--- src/rtl/sbx_pkg.sv ---
// constants, opcode classes and helpers for the call/return/bit/mode-change executor
// assumes a single core clock; the RAM and special registers live outside the block
package sbx_pkg;
   localparam logic [7:0]  OP_NOP          = 8'h00;
   localparam logic [7:0]  OP_FAR_REL      = 8'h10;
   localparam logic [7:0]  OP_FAR_ABS      = 8'h20;
   localparam logic [7:0]  OP_RET          = 8'ha0;
   localparam logic [7:0]  OP_IRQ_RET      = 8'hb0;
   // mode-change opcode is not fixed by the core; default is arbitrary
   localparam logic [7:0]  OP_CHANGE_DEF   = 8'h01;
   localparam logic [7:0]  NEAR_MASK       = 8'he8;
   localparam logic [7:0]  NEAR_MATCH      = 8'h08;
   localparam logic [7:0]  BITOP_MASK      = 8'he8;
   localparam logic [7:0]  BIT_CLR_MATCH   = 8'hc8;
   localparam logic [7:0]  BIT_SET_MATCH   = 8'he8;
   localparam logic [7:0]  BIT_INV_MATCH   = 8'ha8;
   localparam int          ADDR_HI_BIT     = 4;
   localparam logic [15:0] PC_RESET        = 16'h0000;
   localparam logic [15:0] FLASH_ENTRY     = 16'h0000;
   localparam logic        FLASH_ENTRY_BNK = 1'b0;
   localparam logic [7:0]  SP_RESET        = 8'h00;
   localparam logic        ROM_MODE_RESET  = 1'b1;
   localparam logic [15:0] LEN_ONE         = 16'h0001;
   localparam logic [15:0] LEN_TWO         = 16'h0002;
   localparam logic [15:0] LEN_THREE       = 16'h0003;
   localparam logic [2:0]  CYC_ONE         = 3'h1;
   localparam logic [2:0]  CYC_TWO         = 3'h2;
   localparam logic [2:0]  CYC_FOUR        = 3'h4;

   typedef enum logic [3:0] {
      CL_NONE    = 4'h0,
      CL_NEAR    = 4'h1,
      CL_FAR_ABS = 4'h2,
      CL_FAR_REL = 4'h3,
      CL_RET     = 4'h4,
      CL_IRQ_RET = 4'h5,
      CL_BIT_CLR = 4'h6,
      CL_BIT_SET = 4'h7,
      CL_BIT_INV = 4'h8,
      CL_NOP     = 4'h9,
      CL_CHANGE  = 4'ha
   } sbx_class_t;

   // one-hot mask for the selected bit of a byte
   function automatic logic [7:0] sbx_bit_mask(input logic [2:0] idx);
      sbx_bit_mask = 8'h01 << idx;
   endfunction
endpackage

--- src/rtl/sbx_decode.sv ---
// opcode decoder: class, byte count, cycle count and interrupt-window cycle
// assumes the first instruction byte is stable while it is read
`timescale 1ns/1ns
module sbx_decode
   import sbx_pkg::*;
#(
   parameter logic [7:0] CHANGE_OPCODE = OP_CHANGE_DEF
) (
   input  wire logic [7:0]  opcode,
   output sbx_class_t       opClass,
   output logic [15:0]      opLength,
   output logic [2:0]       opCycles,
   output logic [2:0]       irqCycle
);
   // irqCycle of zero means no interrupt window at all
   always_comb begin
      opClass  = CL_NONE;
      opLength = LEN_ONE;
      opCycles = CYC_ONE;
      irqCycle = 3'h0;
      if ((opcode & NEAR_MASK) == NEAR_MATCH) begin
         opClass  = CL_NEAR;
         opLength = LEN_TWO;
         opCycles = CYC_TWO;
         irqCycle = CYC_TWO;
      end else if (opcode == OP_FAR_ABS) begin
         opClass  = CL_FAR_ABS;
         opLength = LEN_THREE;
         opCycles = CYC_TWO;
         irqCycle = CYC_TWO;
      end else if (opcode == OP_FAR_REL) begin
         opClass  = CL_FAR_REL;
         opLength = LEN_THREE;
         opCycles = CYC_FOUR;
         irqCycle = CYC_FOUR;
      end else if (opcode == OP_RET) begin
         opClass  = CL_RET;
         opCycles = CYC_TWO;
         irqCycle = CYC_TWO;
      end else if (opcode == OP_IRQ_RET) begin
         opClass  = CL_IRQ_RET;
         opCycles = CYC_TWO;
      end else if ((opcode & BITOP_MASK) == BIT_CLR_MATCH) begin
         opClass  = CL_BIT_CLR;
         opLength = LEN_TWO;
         irqCycle = CYC_ONE;
      end else if ((opcode & BITOP_MASK) == BIT_SET_MATCH) begin
         opClass  = CL_BIT_SET;
         opLength = LEN_TWO;
         irqCycle = CYC_ONE;
      end else if ((opcode & BITOP_MASK) == BIT_INV_MATCH) begin
         opClass  = CL_BIT_INV;
         opLength = LEN_TWO;
         irqCycle = CYC_ONE;
      end else if (opcode == OP_NOP) begin
         opClass  = CL_NOP;
         irqCycle = CYC_ONE;
      end else if (opcode == CHANGE_OPCODE) begin
         opClass  = CL_CHANGE;
         opLength = LEN_THREE;
         opCycles = CYC_TWO;
      end
   end
endmodule

--- src/rtl/sbx_stack.sv ---
// 8-bit stack pointer with push/pop stepping and an external load port
// assumes increment and decrement are never requested together
`timescale 1ns/1ns
module sbx_stack
   import sbx_pkg::*;
(
   input  wire logic       mclk,
   input  wire logic       rst,
   input  wire logic       spInc,
   input  wire logic       spDec,
   input  wire logic       spLoad,
   input  wire logic [7:0] spLoadValue,
   output logic [7:0]      stackPointer,
   output logic [7:0]      stackPointerUp
);
   logic [7:0] next_stackPointer;

   // wraps modulo 256 in both directions
   assign stackPointerUp = stackPointer + 8'h01;

   always_comb begin
      next_stackPointer = stackPointer;
      if (spInc) begin
         next_stackPointer = stackPointerUp;
      end else if (spDec) begin
         next_stackPointer = stackPointer - 8'h01;
      end else if (spLoad) begin
         next_stackPointer = spLoadValue;
      end
   end

   always_ff @(posedge mclk or posedge rst) begin
      if (rst) begin
         stackPointer <= SP_RESET;
      end else begin
         stackPointer <= next_stackPointer;
      end
   end
endmodule

--- src/rtl/subroutine_bit_ops_exec.sv ---
// executor for calls, returns, direct bit ops, no-op and program-mode change
// assumes same-clock fetch logic hands over all three bytes with execStart,
// and that the data RAM / special registers answer reads combinationally
`timescale 1ns/1ns
module subroutine_bit_ops_exec
   import sbx_pkg::*;
#(
   parameter logic [7:0] CHANGE_OPCODE = OP_CHANGE_DEF
) (
   input  wire logic        mclk,
   input  wire logic        rst,
   input  wire logic        execStart,
   input  wire logic [7:0]  instrByte0,
   input  wire logic [7:0]  instrByte1,
   input  wire logic [7:0]  instrByte2,
   input  wire logic        externalExecSelect,
   input  wire logic        irqTaken,
   input  wire logic        spLoad,
   input  wire logic [7:0]  spLoadValue,
   input  wire logic [7:0]  ramRdata,
   output logic             busy,
   output logic             execDone,
   output logic             illegalOp,
   output logic             irqWindow,
   output logic             irqEnabled,
   output logic [15:0]      programCounter,
   output logic [7:0]       stackPointer,
   output logic             romMode,
   output logic             flashBank,
   output logic [8:0]       ramAddr,
   output logic             ramRe,
   output logic             ramWe,
   output logic [7:0]       ramWdata
);
   typedef enum logic [0:0] {
      ST_IDLE = 1'b0,
      ST_RUN  = 1'b1
   } sbx_state_t;

   sbx_state_t  state;
   sbx_state_t  next_state;
   logic [2:0]  cycle;
   logic [2:0]  next_cycle;
   logic [7:0]  op0;
   logic [7:0]  op1;
   logic [7:0]  op2;
   logic [7:0]  next_op0;
   logic [7:0]  next_op1;
   logic [7:0]  next_op2;
   logic [15:0] next_programCounter;
   logic [7:0]  popHigh;
   logic [7:0]  next_popHigh;
   logic        next_romMode;
   logic        next_flashBank;
   logic        next_irqEnabled;
   sbx_class_t  opClass;
   logic [15:0] opLength;
   logic [2:0]  opCycles;
   logic [2:0]  irqCycle;
   logic        spInc;
   logic        spDec;
   logic [7:0]  stackPointerUp;
   logic [15:0] returnAddr;
   logic [7:0]  bitMask;
   logic        lastCycle;
   logic        accept;

   sbx_decode #(
      .CHANGE_OPCODE (CHANGE_OPCODE)
   ) sbx_decode_inst (
      .opcode   (op0),
      .opClass  (opClass),
      .opLength (opLength),
      .opCycles (opCycles),
      .irqCycle (irqCycle)
   );

   // stack pointer may also be written by software while idle
   sbx_stack sbx_stack_inst (
      .mclk           (mclk),
      .rst            (rst),
      .spInc          (spInc),
      .spDec          (spDec),
      .spLoad         (spLoad & ~busy),
      .spLoadValue    (spLoadValue),
      .stackPointer   (stackPointer),
      .stackPointerUp (stackPointerUp)
   );

   // handshake and per-cycle helpers
   assign busy       = (state == ST_RUN);
   assign accept     = (state == ST_IDLE) && execStart;
   assign lastCycle  = busy && (cycle == opCycles);
   assign execDone   = lastCycle;
   assign illegalOp  = lastCycle && (opClass == CL_NONE);
   assign irqWindow  = busy && (irqCycle != 3'h0) && (cycle == irqCycle);
   assign returnAddr = programCounter + opLength;
   assign bitMask    = sbx_bit_mask(op0[2:0]);

   // stack and RAM traffic per cycle
   always_comb begin
      spInc    = 1'b0;
      spDec    = 1'b0;
      ramAddr  = 9'h000;
      ramRe    = 1'b0;
      ramWe    = 1'b0;
      ramWdata = 8'h00;
      if (busy) begin
         unique case (opClass)
            CL_NEAR, CL_FAR_ABS, CL_FAR_REL: begin
               if (cycle <= CYC_TWO) begin
                  spInc    = 1'b1;
                  ramWe    = 1'b1;
                  ramAddr  = {1'b0, stackPointerUp};
                  ramWdata = (cycle == CYC_ONE) ? returnAddr[7:0] : returnAddr[15:8];
               end
            end
            CL_RET, CL_IRQ_RET: begin
               spDec   = 1'b1;
               ramRe   = 1'b1;
               ramAddr = {1'b0, stackPointer};
            end
            CL_BIT_CLR: begin
               ramRe    = 1'b1;
               ramWe    = 1'b1;
               ramAddr  = {op0[ADDR_HI_BIT], op1};
               ramWdata = ramRdata & ~bitMask;
            end
            CL_BIT_SET: begin
               ramRe    = 1'b1;
               ramWe    = 1'b1;
               ramAddr  = {op0[ADDR_HI_BIT], op1};
               ramWdata = ramRdata | bitMask;
            end
            CL_BIT_INV: begin
               ramRe    = 1'b1;
               ramWe    = 1'b1;
               ramAddr  = {op0[ADDR_HI_BIT], op1};
               ramWdata = ramRdata ^ bitMask;
            end
            CL_NOP, CL_CHANGE, CL_NONE: begin
               ramWe = 1'b0;
            end
            default: begin
               ramWe = 1'b0;
            end
         endcase
      end
   end

   // sequencer and instruction latch
   always_comb begin
      next_state = state;
      next_cycle = cycle;
      next_op0   = op0;
      next_op1   = op1;
      next_op2   = op2;
      if (accept) begin
         next_state = ST_RUN;
         next_cycle = CYC_ONE;
         next_op0   = instrByte0;
         next_op1   = instrByte1;
         next_op2   = instrByte2;
      end else if (lastCycle) begin
         next_state = ST_IDLE;
         next_cycle = 3'h0;
      end else if (busy) begin
         next_cycle = cycle + 3'h1;
      end
   end

   // program counter, popped byte, mode and interrupt enable
   always_comb begin
      next_programCounter = programCounter;
      next_popHigh        = popHigh;
      next_romMode        = romMode;
      next_flashBank      = flashBank;
      next_irqEnabled     = irqEnabled;
      if (irqTaken) begin
         next_irqEnabled = 1'b0;
      end
      if (busy && (opClass == CL_RET || opClass == CL_IRQ_RET) && cycle == CYC_ONE) begin
         next_popHigh = ramRdata;
      end
      if (lastCycle) begin
         unique case (opClass)
            CL_NEAR: begin
               next_programCounter = {returnAddr[15:12], op0[ADDR_HI_BIT], op0[2:0], op1};
            end
            CL_FAR_ABS: begin
               next_programCounter = {op1, op2};
            end
            CL_FAR_REL: begin
               next_programCounter = returnAddr - 16'h0001 + {op2, op1};
            end
            CL_RET: begin
               next_programCounter = {popHigh, ramRdata};
            end
            CL_IRQ_RET: begin
               next_programCounter = {popHigh, ramRdata};
               next_irqEnabled     = 1'b1;
            end
            CL_BIT_CLR, CL_BIT_SET, CL_BIT_INV, CL_NOP: begin
               next_programCounter = returnAddr;
            end
            CL_CHANGE: begin
               if (romMode) begin
                  next_romMode        = 1'b0;
                  next_flashBank      = FLASH_ENTRY_BNK;
                  next_programCounter = FLASH_ENTRY;
               end else if (!externalExecSelect) begin
                  next_romMode        = 1'b1;
                  next_programCounter = {op1, op2};
               end else begin
                  next_programCounter = {op1, op2};
               end
            end
            CL_NONE: begin
               next_programCounter = programCounter;
            end
            default: begin
               next_programCounter = programCounter;
            end
         endcase
      end
   end

   always_ff @(posedge mclk or posedge rst) begin
      if (rst) begin
         state          <= ST_IDLE;
         cycle          <= 3'h0;
         op0            <= 8'h00;
         op1            <= 8'h00;
         op2            <= 8'h00;
         programCounter <= PC_RESET;
         popHigh        <= 8'h00;
         romMode        <= ROM_MODE_RESET;
         flashBank      <= FLASH_ENTRY_BNK;
         irqEnabled     <= 1'b1;
      end else begin
         state          <= next_state;
         cycle          <= next_cycle;
         op0            <= next_op0;
         op1            <= next_op1;
         op2            <= next_op2;
         programCounter <= next_programCounter;
         popHigh        <= next_popHigh;
         romMode        <= next_romMode;
         flashBank      <= next_flashBank;
         irqEnabled     <= next_irqEnabled;
      end
   end

   // checks on timing, stack traffic and mode switching
   a_near_timing: assert property (@(posedge mclk) disable iff (rst)
      accept && ((instrByte0 & NEAR_MASK) == NEAR_MATCH) |-> ##1 !execDone ##1 execDone)
      else $error("near call did not finish on its second cycle");

   a_near_target: assert property (@(posedge mclk) disable iff (rst)
      execDone && opClass == CL_NEAR |=>
         programCounter[15:12] == $past(returnAddr[15:12]) &&
         programCounter[11:0] == {$past(op0[4]), $past(op0[2:0]), $past(op1)})
      else $error("near call target wrong");

   a_push_order: assert property (@(posedge mclk) disable iff (rst)
      busy && cycle == CYC_ONE && (opClass == CL_FAR_ABS || opClass == CL_NEAR) |->
         ramWe && ramWdata == returnAddr[7:0] ##1
         ramWe && ramWdata == $past(returnAddr[15:8]) &&
         ramAddr == {1'b0, $past(stackPointer) + 8'h02})
      else $error("return address push order wrong");

   a_rel_window: assert property (@(posedge mclk) disable iff (rst)
      accept && instrByte0 == OP_FAR_REL |-> ##1 !irqWindow [*3] ##1 (irqWindow && execDone))
      else $error("relative call interrupt window not on fourth cycle");

   a_rel_target: assert property (@(posedge mclk) disable iff (rst)
      execDone && opClass == CL_FAR_REL |=>
         programCounter == $past(programCounter) + 16'h0002 + {$past(op2), $past(op1)})
      else $error("relative call target wrong");

   a_ret_pop: assert property (@(posedge mclk) disable iff (rst)
      busy && cycle == CYC_ONE && opClass == CL_RET |=>
         ramAddr == {1'b0, $past(stackPointer) - 8'h01} ##1
         stackPointer == $past(stackPointer, 2) - 8'h02)
      else $error("return pop sequence wrong");

   a_irq_return_quiet: assert property (@(posedge mclk) disable iff (rst)
      busy && (opClass == CL_IRQ_RET || opClass == CL_CHANGE) |-> !irqWindow)
      else $error("interrupt window open during interrupt return or mode change");

   a_irq_return_enable: assert property (@(posedge mclk) disable iff (rst)
      execDone && opClass == CL_IRQ_RET |=> irqEnabled)
      else $error("interrupt return did not re-enable interrupts");

   a_bit_clear: assert property (@(posedge mclk) disable iff (rst)
      busy && opClass == CL_BIT_CLR |->
         ramWe && execDone && !ramWdata[op0[2:0]] && ((ramWdata | bitMask) == (ramRdata | bitMask)))
      else $error("bit clear result wrong");

   a_mode_hold: assert property (@(posedge mclk) disable iff (rst)
      busy && !execDone |=> $stable(romMode))
      else $error("program space changed before the sequence finished");

   a_change_entry: assert property (@(posedge mclk) disable iff (rst)
      execDone && opClass == CL_CHANGE && romMode |=>
         !romMode && programCounter == FLASH_ENTRY && flashBank == FLASH_ENTRY_BNK)
      else $error("mode change from system program entered wrong place");
endmodule

--- config.mk ---
export PLATFORM = sky130hd
export DESIGN_NAME = subroutine_bit_ops_exec
export DESIGN_NICKNAME = d
export VERILOG_FILES = /design/src/rtl/sbx_pkg.sv /design/src/rtl/sbx_decode.sv /design/src/rtl/sbx_stack.sv /design/src/rtl/subroutine_bit_ops_exec.sv
export SDC_FILE = /design/constraint.sdc
export NUM_CORES = 1
export LEC_CHECK = 0
export BUFFER_PORTS_ARGS = -buffer_cell sky130_fd_sc_hd__buf_2
export CAP_MARGIN = 20
export CORE_UTILIZATION = 58
export DETAILED_ROUTE_END_ITERATION = 10
export GPL_TIMING_DRIVEN = 0
export PLACE_DENSITY = 0.89
export SLEW_MARGIN = 20
export SYNTH_ARGS = -nofsm -noshare
export SYNTH_HDL_FRONTEND = slang
export SYNTH_SLANG_ARGS = --single-unit
export TNS_END_PERCENT = 50
--- constraint.sdc ---
create_clock -name mclk -period 5.15 [get_ports mclk]
set_input_delay 0.2575 -clock mclk [delete_from_list [all_inputs] [get_ports mclk]]
set_output_delay 0.2575 -clock mclk [all_outputs]
set_load 0.005 [all_outputs]
Word-level counts from Yosys, hierarchy flattened
Index checks and enable logic that the tools add are counted.

word-level totals
  bits in registers = 62
  input port bits = 46
  output and inout port bits = 50
  logic and storage cells = 138

operators by class
  $add $sub $neg = 6
  order comparisons = 1
  equality and inequality tests = 22
  shifts and indexed selects = 1
  muxes and demuxes = 70
  bitwise operators = 6
  reduce and logical (&&, ||, !) cells = 22

operators with widths
  kind                   number
  $mux 16                10
  $pmux 16 s6            1
  $mux 3                 20
  $mux 8                 7
  $mux 4                 10
  $add 16x16->16         2
  $pmux 8 s4             1
  $pmux 9 s3             1
  $eq 4x4->1 const B     6
  $eq 4x3->1 const B     4
  $eq 8x8->1 const B     2
  $mux 1                 16
  $sub 16x1->16 const B  1
  $mux 9                 1
  $reduce_bool 3->1      3
  $add 8x1->8 const B    1
  $and 8x8->8            1
  $eq 4x1->1 const B     2
  $eq 4x2->1 const B     2
  $eq 8x1->1 const B     1
  $eq 8x5->1 const B     1
  $eq 8x6->1 const B     1
  $logic_not 8->1        1
  $not 8->8              1
  22 further kinds       32

Logic depth before layout (Yosys ltp)
  depth in word-level cells = 17
  mapped depth = 20
  depth with buffers taken out = 19

Hierarchy
A second synthesis with hierarchy kept.

unflattened totals
  cells, all modules = 812
  area total of the unflattened synthesis = 6431.2 µm²

modules (own cells, without submodules)
  module                   times used  cells an instance  area each (µm²)  sequential area each (µm²)
  subroutine_bit_ops_exec  1           650                5225.0           1353.8
  sbx_stack                1           96                 818.3            200.2
  sbx_decode               1           66                 387.9            0.0

Worst setup path after synthesis
Ideal clock, no wire load.

  kind = reg-to-reg
  from = reg op0[4]
  to = reg programCounter[11]
  setup time = 124 ps
  arrival time = 4533 ps
  required time = 5026 ps
  setup slack = 493 ps
  cell stages (with the launch flop) = 21
  buffers on the path = 1
  clock period less this slack = 4657 ps
  path through = dfrtp_1 > buf_2 > nor4b_1 > o21a_1 > or2_2 > or3_1 > ha_1 > a21oi_1 > nor2_1 > and3_1 > xnor2_1 > ha_1 > inv_1 > ha_1 > and2_1 > or4_1 > o21ai_0 > o21bai_1 > a211oi_1 > a2111oi_0 > o31a_1

on the way
  cells in the longest elaborated chain, start to end = 15
  elaborated cells between the ends (all ways) = 56
  those cells by class = 3 x add/sub; 16 x eq/ne; 31 x mux; 6 x reduce/logical

ends and longest elaborated chain
  element                                              RTL line                        source
  start: declaration                                   subroutine_bit_ops_exec.sv:44   logic [7:0] op0;
  start signal: assignment                             subroutine_bit_ops_exec.sv:243  op0 <= next_op0;
  $eq 8x1->1                                           sbx_decode.sv:58                end else if (opcode == CHANGE_OPCODE) begin
  $mux 2 or $mux 4 (tied branches)                     sbx_decode.sv:58
  $mux 16 or $mux 4 (tied branches)                    sbx_decode.sv:55                end else if (opcode == OP_NOP) begin
  $mux 16 or $mux 4 (tied branches)                    sbx_decode.sv:51                end else if ((opcode & BITOP_MASK) == BIT_INV_MATCH) begin
  $mux 16 or $mux 4 (tied branches)                    sbx_decode.sv:47                end else if ((opcode & BITOP_MASK) == BIT_SET_MATCH) begin
  $mux 16 or $mux 4 (tied branches)                    sbx_decode.sv:43                end else if ((opcode & BITOP_MASK) == BIT_CLR_MATCH) begin
  $mux 16 or $mux 4 (tied branches)                    sbx_decode.sv:40                end else if (opcode == OP_IRQ_RET) begin
  $mux 16 or $mux 4 (tied branches)                    sbx_decode.sv:36                end else if (opcode == OP_RET) begin
  $mux 16 or $mux 4 (tied branches)                    sbx_decode.sv:31                end else if (opcode == OP_FAR_REL) begin
  $mux 16 or $mux 4 (tied branches)                    sbx_decode.sv:26                end else if (opcode == OP_FAR_ABS) begin
  $mux 16 or $mux 4 (tied branches)                    sbx_decode.sv:21                if ((opcode & NEAR_MASK) == NEAR_MATCH) begin
  $add 16x16->16 (tied with other cells)               subroutine_bit_ops_exec.sv:97   assign returnAddr = programCounter + opLength;
  $sub 16x1->16 (tied with other cells)                subroutine_bit_ops_exec.sv:194  next_programCounter = returnAddr - 16'h0001 + {op2, op1};
  $add 16x16->16 or $reduce_bool 6->1 (tied branches)  n/a
  $pmux 16 s6 or $reduce_and 2->1 (tied branches)      n/a
  end signal: assignment                               subroutine_bit_ops_exec.sv:246  programCounter <= next_programCounter;
  end: declaration                                     subroutine_bit_ops_exec.sv:26   output logic [15:0] programCounter,

Several ways; a longest one is shown, not always the timed one.
A chain may end at the register's enable or synchronous reset.

Worst setup path in the final report
  from = reg op0[4]
  to = reg programCounter[13]

The elaborated chain is that of the path after synthesis.

==> impl_metrics.json <==
{
  "area_delta_synth_final_pct": 17.56,
  "reg2reg_from": "op0[4]$_DFFE_PP0P_",
  "synth_area_um2": 5722,
  "die-area_um2": 10270,
  "io_pins": 96,
  "syn_inst": 715,
  "worst_pin_slew_ps": 899.1,
  "vdd_drop_max_uv": 715.3,
  "postRouteAntennaNets": 0,
  "p_leak_nw": 3.141,
  "cpMostUsedCell": "ha_1",
  "grt_overflow": 0,
  "arrival_ps": 5280,
  "ys_top_cells_by_area": "dfrtp_1 (26%), ha_1 (11%), o21ai_0 (5.9%)",
  "fin_nets": 924,
  "pre_cts_slack_ps": -212.8,
  "synth.most_common_cell": "nand2_1",
  "relSlewSlack_pct": 39.70,
  "switching_power_mw": 2.891,
  "antenna_found_initial": 0,
  "async_flop_share_pct": 100.0,
  "ys_types": 73,
  "die_h_um": 101.3,
  "drt_iter0_markers": 735,
  "syn_area_per_cell_um2": 8.002,
  "synth_commonest_cells": "nand2_1 (80), inv_1 (75), o21ai_0 (67), dfrtp_1 (60), ha_1 (51)",
  "hold_path_end": "irqEnabled$_DFF_PP1_",
  "htreeDepth": 3,
  "p_per_area_nw_per_um2": 835.7,
  "hold_viol_final": 0,
  "p_clk_share_pct": 9.3,
  "synth_fp_nets": 814,
  "start_kind": "flip-flop",
  "synth_top_area_cell": "dfrtp_1",
  "seqPwrFrac_pct": 18.2,
  "drc": 0,
  "ys_ff_latch": 62,
  "yosysWarnings": 0,
  "gp_congestion": 0.9551,
  "grt_max_degree": 56,
  "synth-seq-area-share_pct": 27.16,
  "numClockSinks": 62,
  "worstSkewPairLatency_ps": 360,
  "rows": 35,
  "place_inst": 939,
  "cp_max_fo": 9,
  "yosysTopAreaCellShare_pct": 26.24,
  "r2r_slack_ps": 100,
  "reg2reg_depth": 20,
  "min_path_type": "in -> reg",
  "die_x_um": 101.3,
  "post_drt_wl_per_cell_um": 19.17,
  "crit_chain": "buf_2 > nor4b_1 > o21a_1 > or2_2 > or3_4 > ha_1 > a21oi_4 > nor2_1 > and3_1 > xnor2_2 > ha_1 > inv_1 > ha_1 > and2_1 > or4_4 > o2111ai_4 > nand2b_1 > xnor2_1 > o21ai_0 > mux2_4",
  "slowest_stage": "or4_4",
  "yosys_most_used_dff": "dfrtp_1",
  "finalCriticalPeriod_ps": 5046,
  "cts_made_buffers": 9,
  "dr.pass1.iters": 10,
  "min_from": "irqTaken",
  "max_freq_ghz": 0.1982,
  "p_sw_share_pct": 51.43,
  "comb_power_share_pct": 72.5,
  "worstHoldPathCells": 2,
  "setup_viol": 0,
  "synth_edf_count": 0,
  "cts_root_buffer": "clkbuf_8",
  "numPortBuffers": 94,
  "clk_path_buf_depth": 2,
  "grt_pass1_wl_mm": 28.79,
  "intPower_mw": 2.730,
  "wirelength_mm": 18.39,
  "required_ps": 5390,
  "viasPerCell": 6.446,
  "final_max_slew_viol_count": 0,
  "cap_violations": 0,
  "outcome": "finished clean",
  "crit_type": "reg -> reg",
  "antenna_cells": 0,
  "layout_setup_ws_ps": 103.7,
  "fin_cells": 959,
  "tritoncts": "done",
  "clock_skew_ps": 9.996,
  "fin_crit_sh_pct": 97.99,
  "grt_pass1_vias": 5775,
  "r2r_end": "programCounter[13]$_DFFE_PP0P_",
  "cp-end-kind": "flip-flop",
  "core_um2": 9415,
  "hpwl_mm": 13.79,
  "start_util_pct": 60.77,
  "gr-usage-all-layers_pct": 36.69,
  "drive_above_1_share_pct": 20.96,
  "vias": 6182,
  "slowest_delay_ps": 450,
  "cts.clk_slew.worst_paths_ps": 70
}
## worst max-delay path, delay by kind of cell, from the launching register on
family / cells / cell delay (ps)
AND/OR/NAND/NOR: 8 / 1950
adder cells (fa/ha/maj): 3 / 940
AO/OA/AOI/OAI: 4 / 810
flip-flops: 1 / 370
XOR/XNOR: 2 / 320
multiplexers: 1 / 300
buffers and inverters: 2 / 220
## worst max path at each step
stage	from	endpoint	slack [ps]	cells after the start
2_1_floorplan	op0[4]$_DFFE_PP0P_	programCounter[11]$_DFFE_PP0P_	490	20
3_3_place_gp	op0[4]$_DFFE_PP0P_	programCounter[11]$_DFFE_PP0P_	-90	20
3_5_place_dp	op0[4]$_DFFE_PP0P_	programCounter[11]$_DFFE_PP0P_	-210	20
4_1_cts	op0[4]$_DFFE_PP0P_	programCounter[14]$_DFFE_PP0P_	-7	20
5_1_grt	op0[4]$_DFFE_PP0P_	programCounter[13]$_DFFE_PP0P_	-30	20
6_report	op0[4]$_DFFE_PP0P_	programCounter[13]$_DFFE_PP0P_	100	20
## power groups by stage
stage                     registers (mW)  clock network, mW  logic [mW]
after floorplan                    0.925                  0        2.86
after global placement             0.997                  0        3.62
after detailed placement            1.01                  0        3.80
after CTS                           1.00              0.517        3.85
after global routing                1.04              0.534        4.47
final                               1.02              0.523        4.08
## area by class of cell
type | instances | area [um2]
buffer | 41 | 196.4
inverter | 75 | 284.0
clock buffer | 13 | 168.9
sequential | 62 | 1554
multi-input combinational | 537 | 3766
fill | 738 | 2689
tap | 129 | 161.4
timing repair buffer | 99 | 530.5
clock inverter | 3 | 65.06
## state kept, by name, summed over array words and instances (netlist names)
name	flops
busy	1
cycle	3
irqEnabled	1
op0	8
op1	8
op2	8
popHigh	8
programCounter	16
romMode	1
sbx_stack_inst.stackPointer	8
## per-stage QoR
stage	power, mW	cell area [um2]	setup TNS [ps]	util, %	hold WS, ps
global route	6.043	6726	-25.95	71.44	67.20
floorplan	3.784	5722	0	-	320.5
detailed placement	4.813	6384	-515.1	67.80	162.7
CTS	5.368	6639	-7.370	70.51	53.25
finish	5.621	6726	0	71.44	48.03
global placement	4.621	6354	-114.1	67.48	406.4
## cell usage in the layout, fill, tap and decap left out, drive strengths merged, types with 3 or more instances in the layout
cell	Yosys	routed
nand2	80	80
a31o	3	3
ha	51	51
nor3	11	11
a21o	3	3
o22a	3	3
clkbuf	28	42
o211ai	8	8
o31a	3	3
buf	13	110
a222oi	9	9
or3	3	3
nor2	49	49
nor2b	9	9
o21a	6	6
mux2i	12	12
nor4b	3	3
dfrtp	60	60
nor4	6	6
o21ai	78	78
mux2	14	14
a221oi	3	3
nand3	17	17
nand2b	7	7
nand3b	4	4
a22oi	17	17
o31ai	3	3
inv	75	75
and3	12	12
a31oi	3	3
a211oi	6	6
or4	3	3
a2111oi	3	3
xor2	7	7
a21oi	41	41
xnor2	30	30
or2	6	6
## logic make-up (layout without fill, tap and decap cells)
kind of cell | Yosys count | count (layout) | share of synthesized area [%]
AOI/OAI and AO/OA | 203 | 203 | 23.38
muxes | 26 | 26 | 5.051
adders and majority gates | 53 | 53 | 11.85
xor gates and xnor gates | 37 | 37 | 5.664
DFF | 62 | 62 | 27.16
and+or+nand+nor | 217 | 217 | 18.52
buffers and inverters | 116 | 231 | 8.310
other | 1 | 1 | 0.06554
## per-layer routing
layer,global-route usage [%],part of all wire [%],vias up
li1,-,-,2735
met1,44.77,37,2890
met2,61.90,47,467
met3,7.177,10,90
met4,18.39,5.4,0
met5,0,0,-
## repair_timing
item	4_1_cts	5_1_grt
resized for setup	3	12
setup endpoints to repair	5	6
setup buffers	0	3
pin swaps	0	4
hold buffers	1	0
endpoints found under the hold margin	7	0
(Power assumes the default switching activity.)
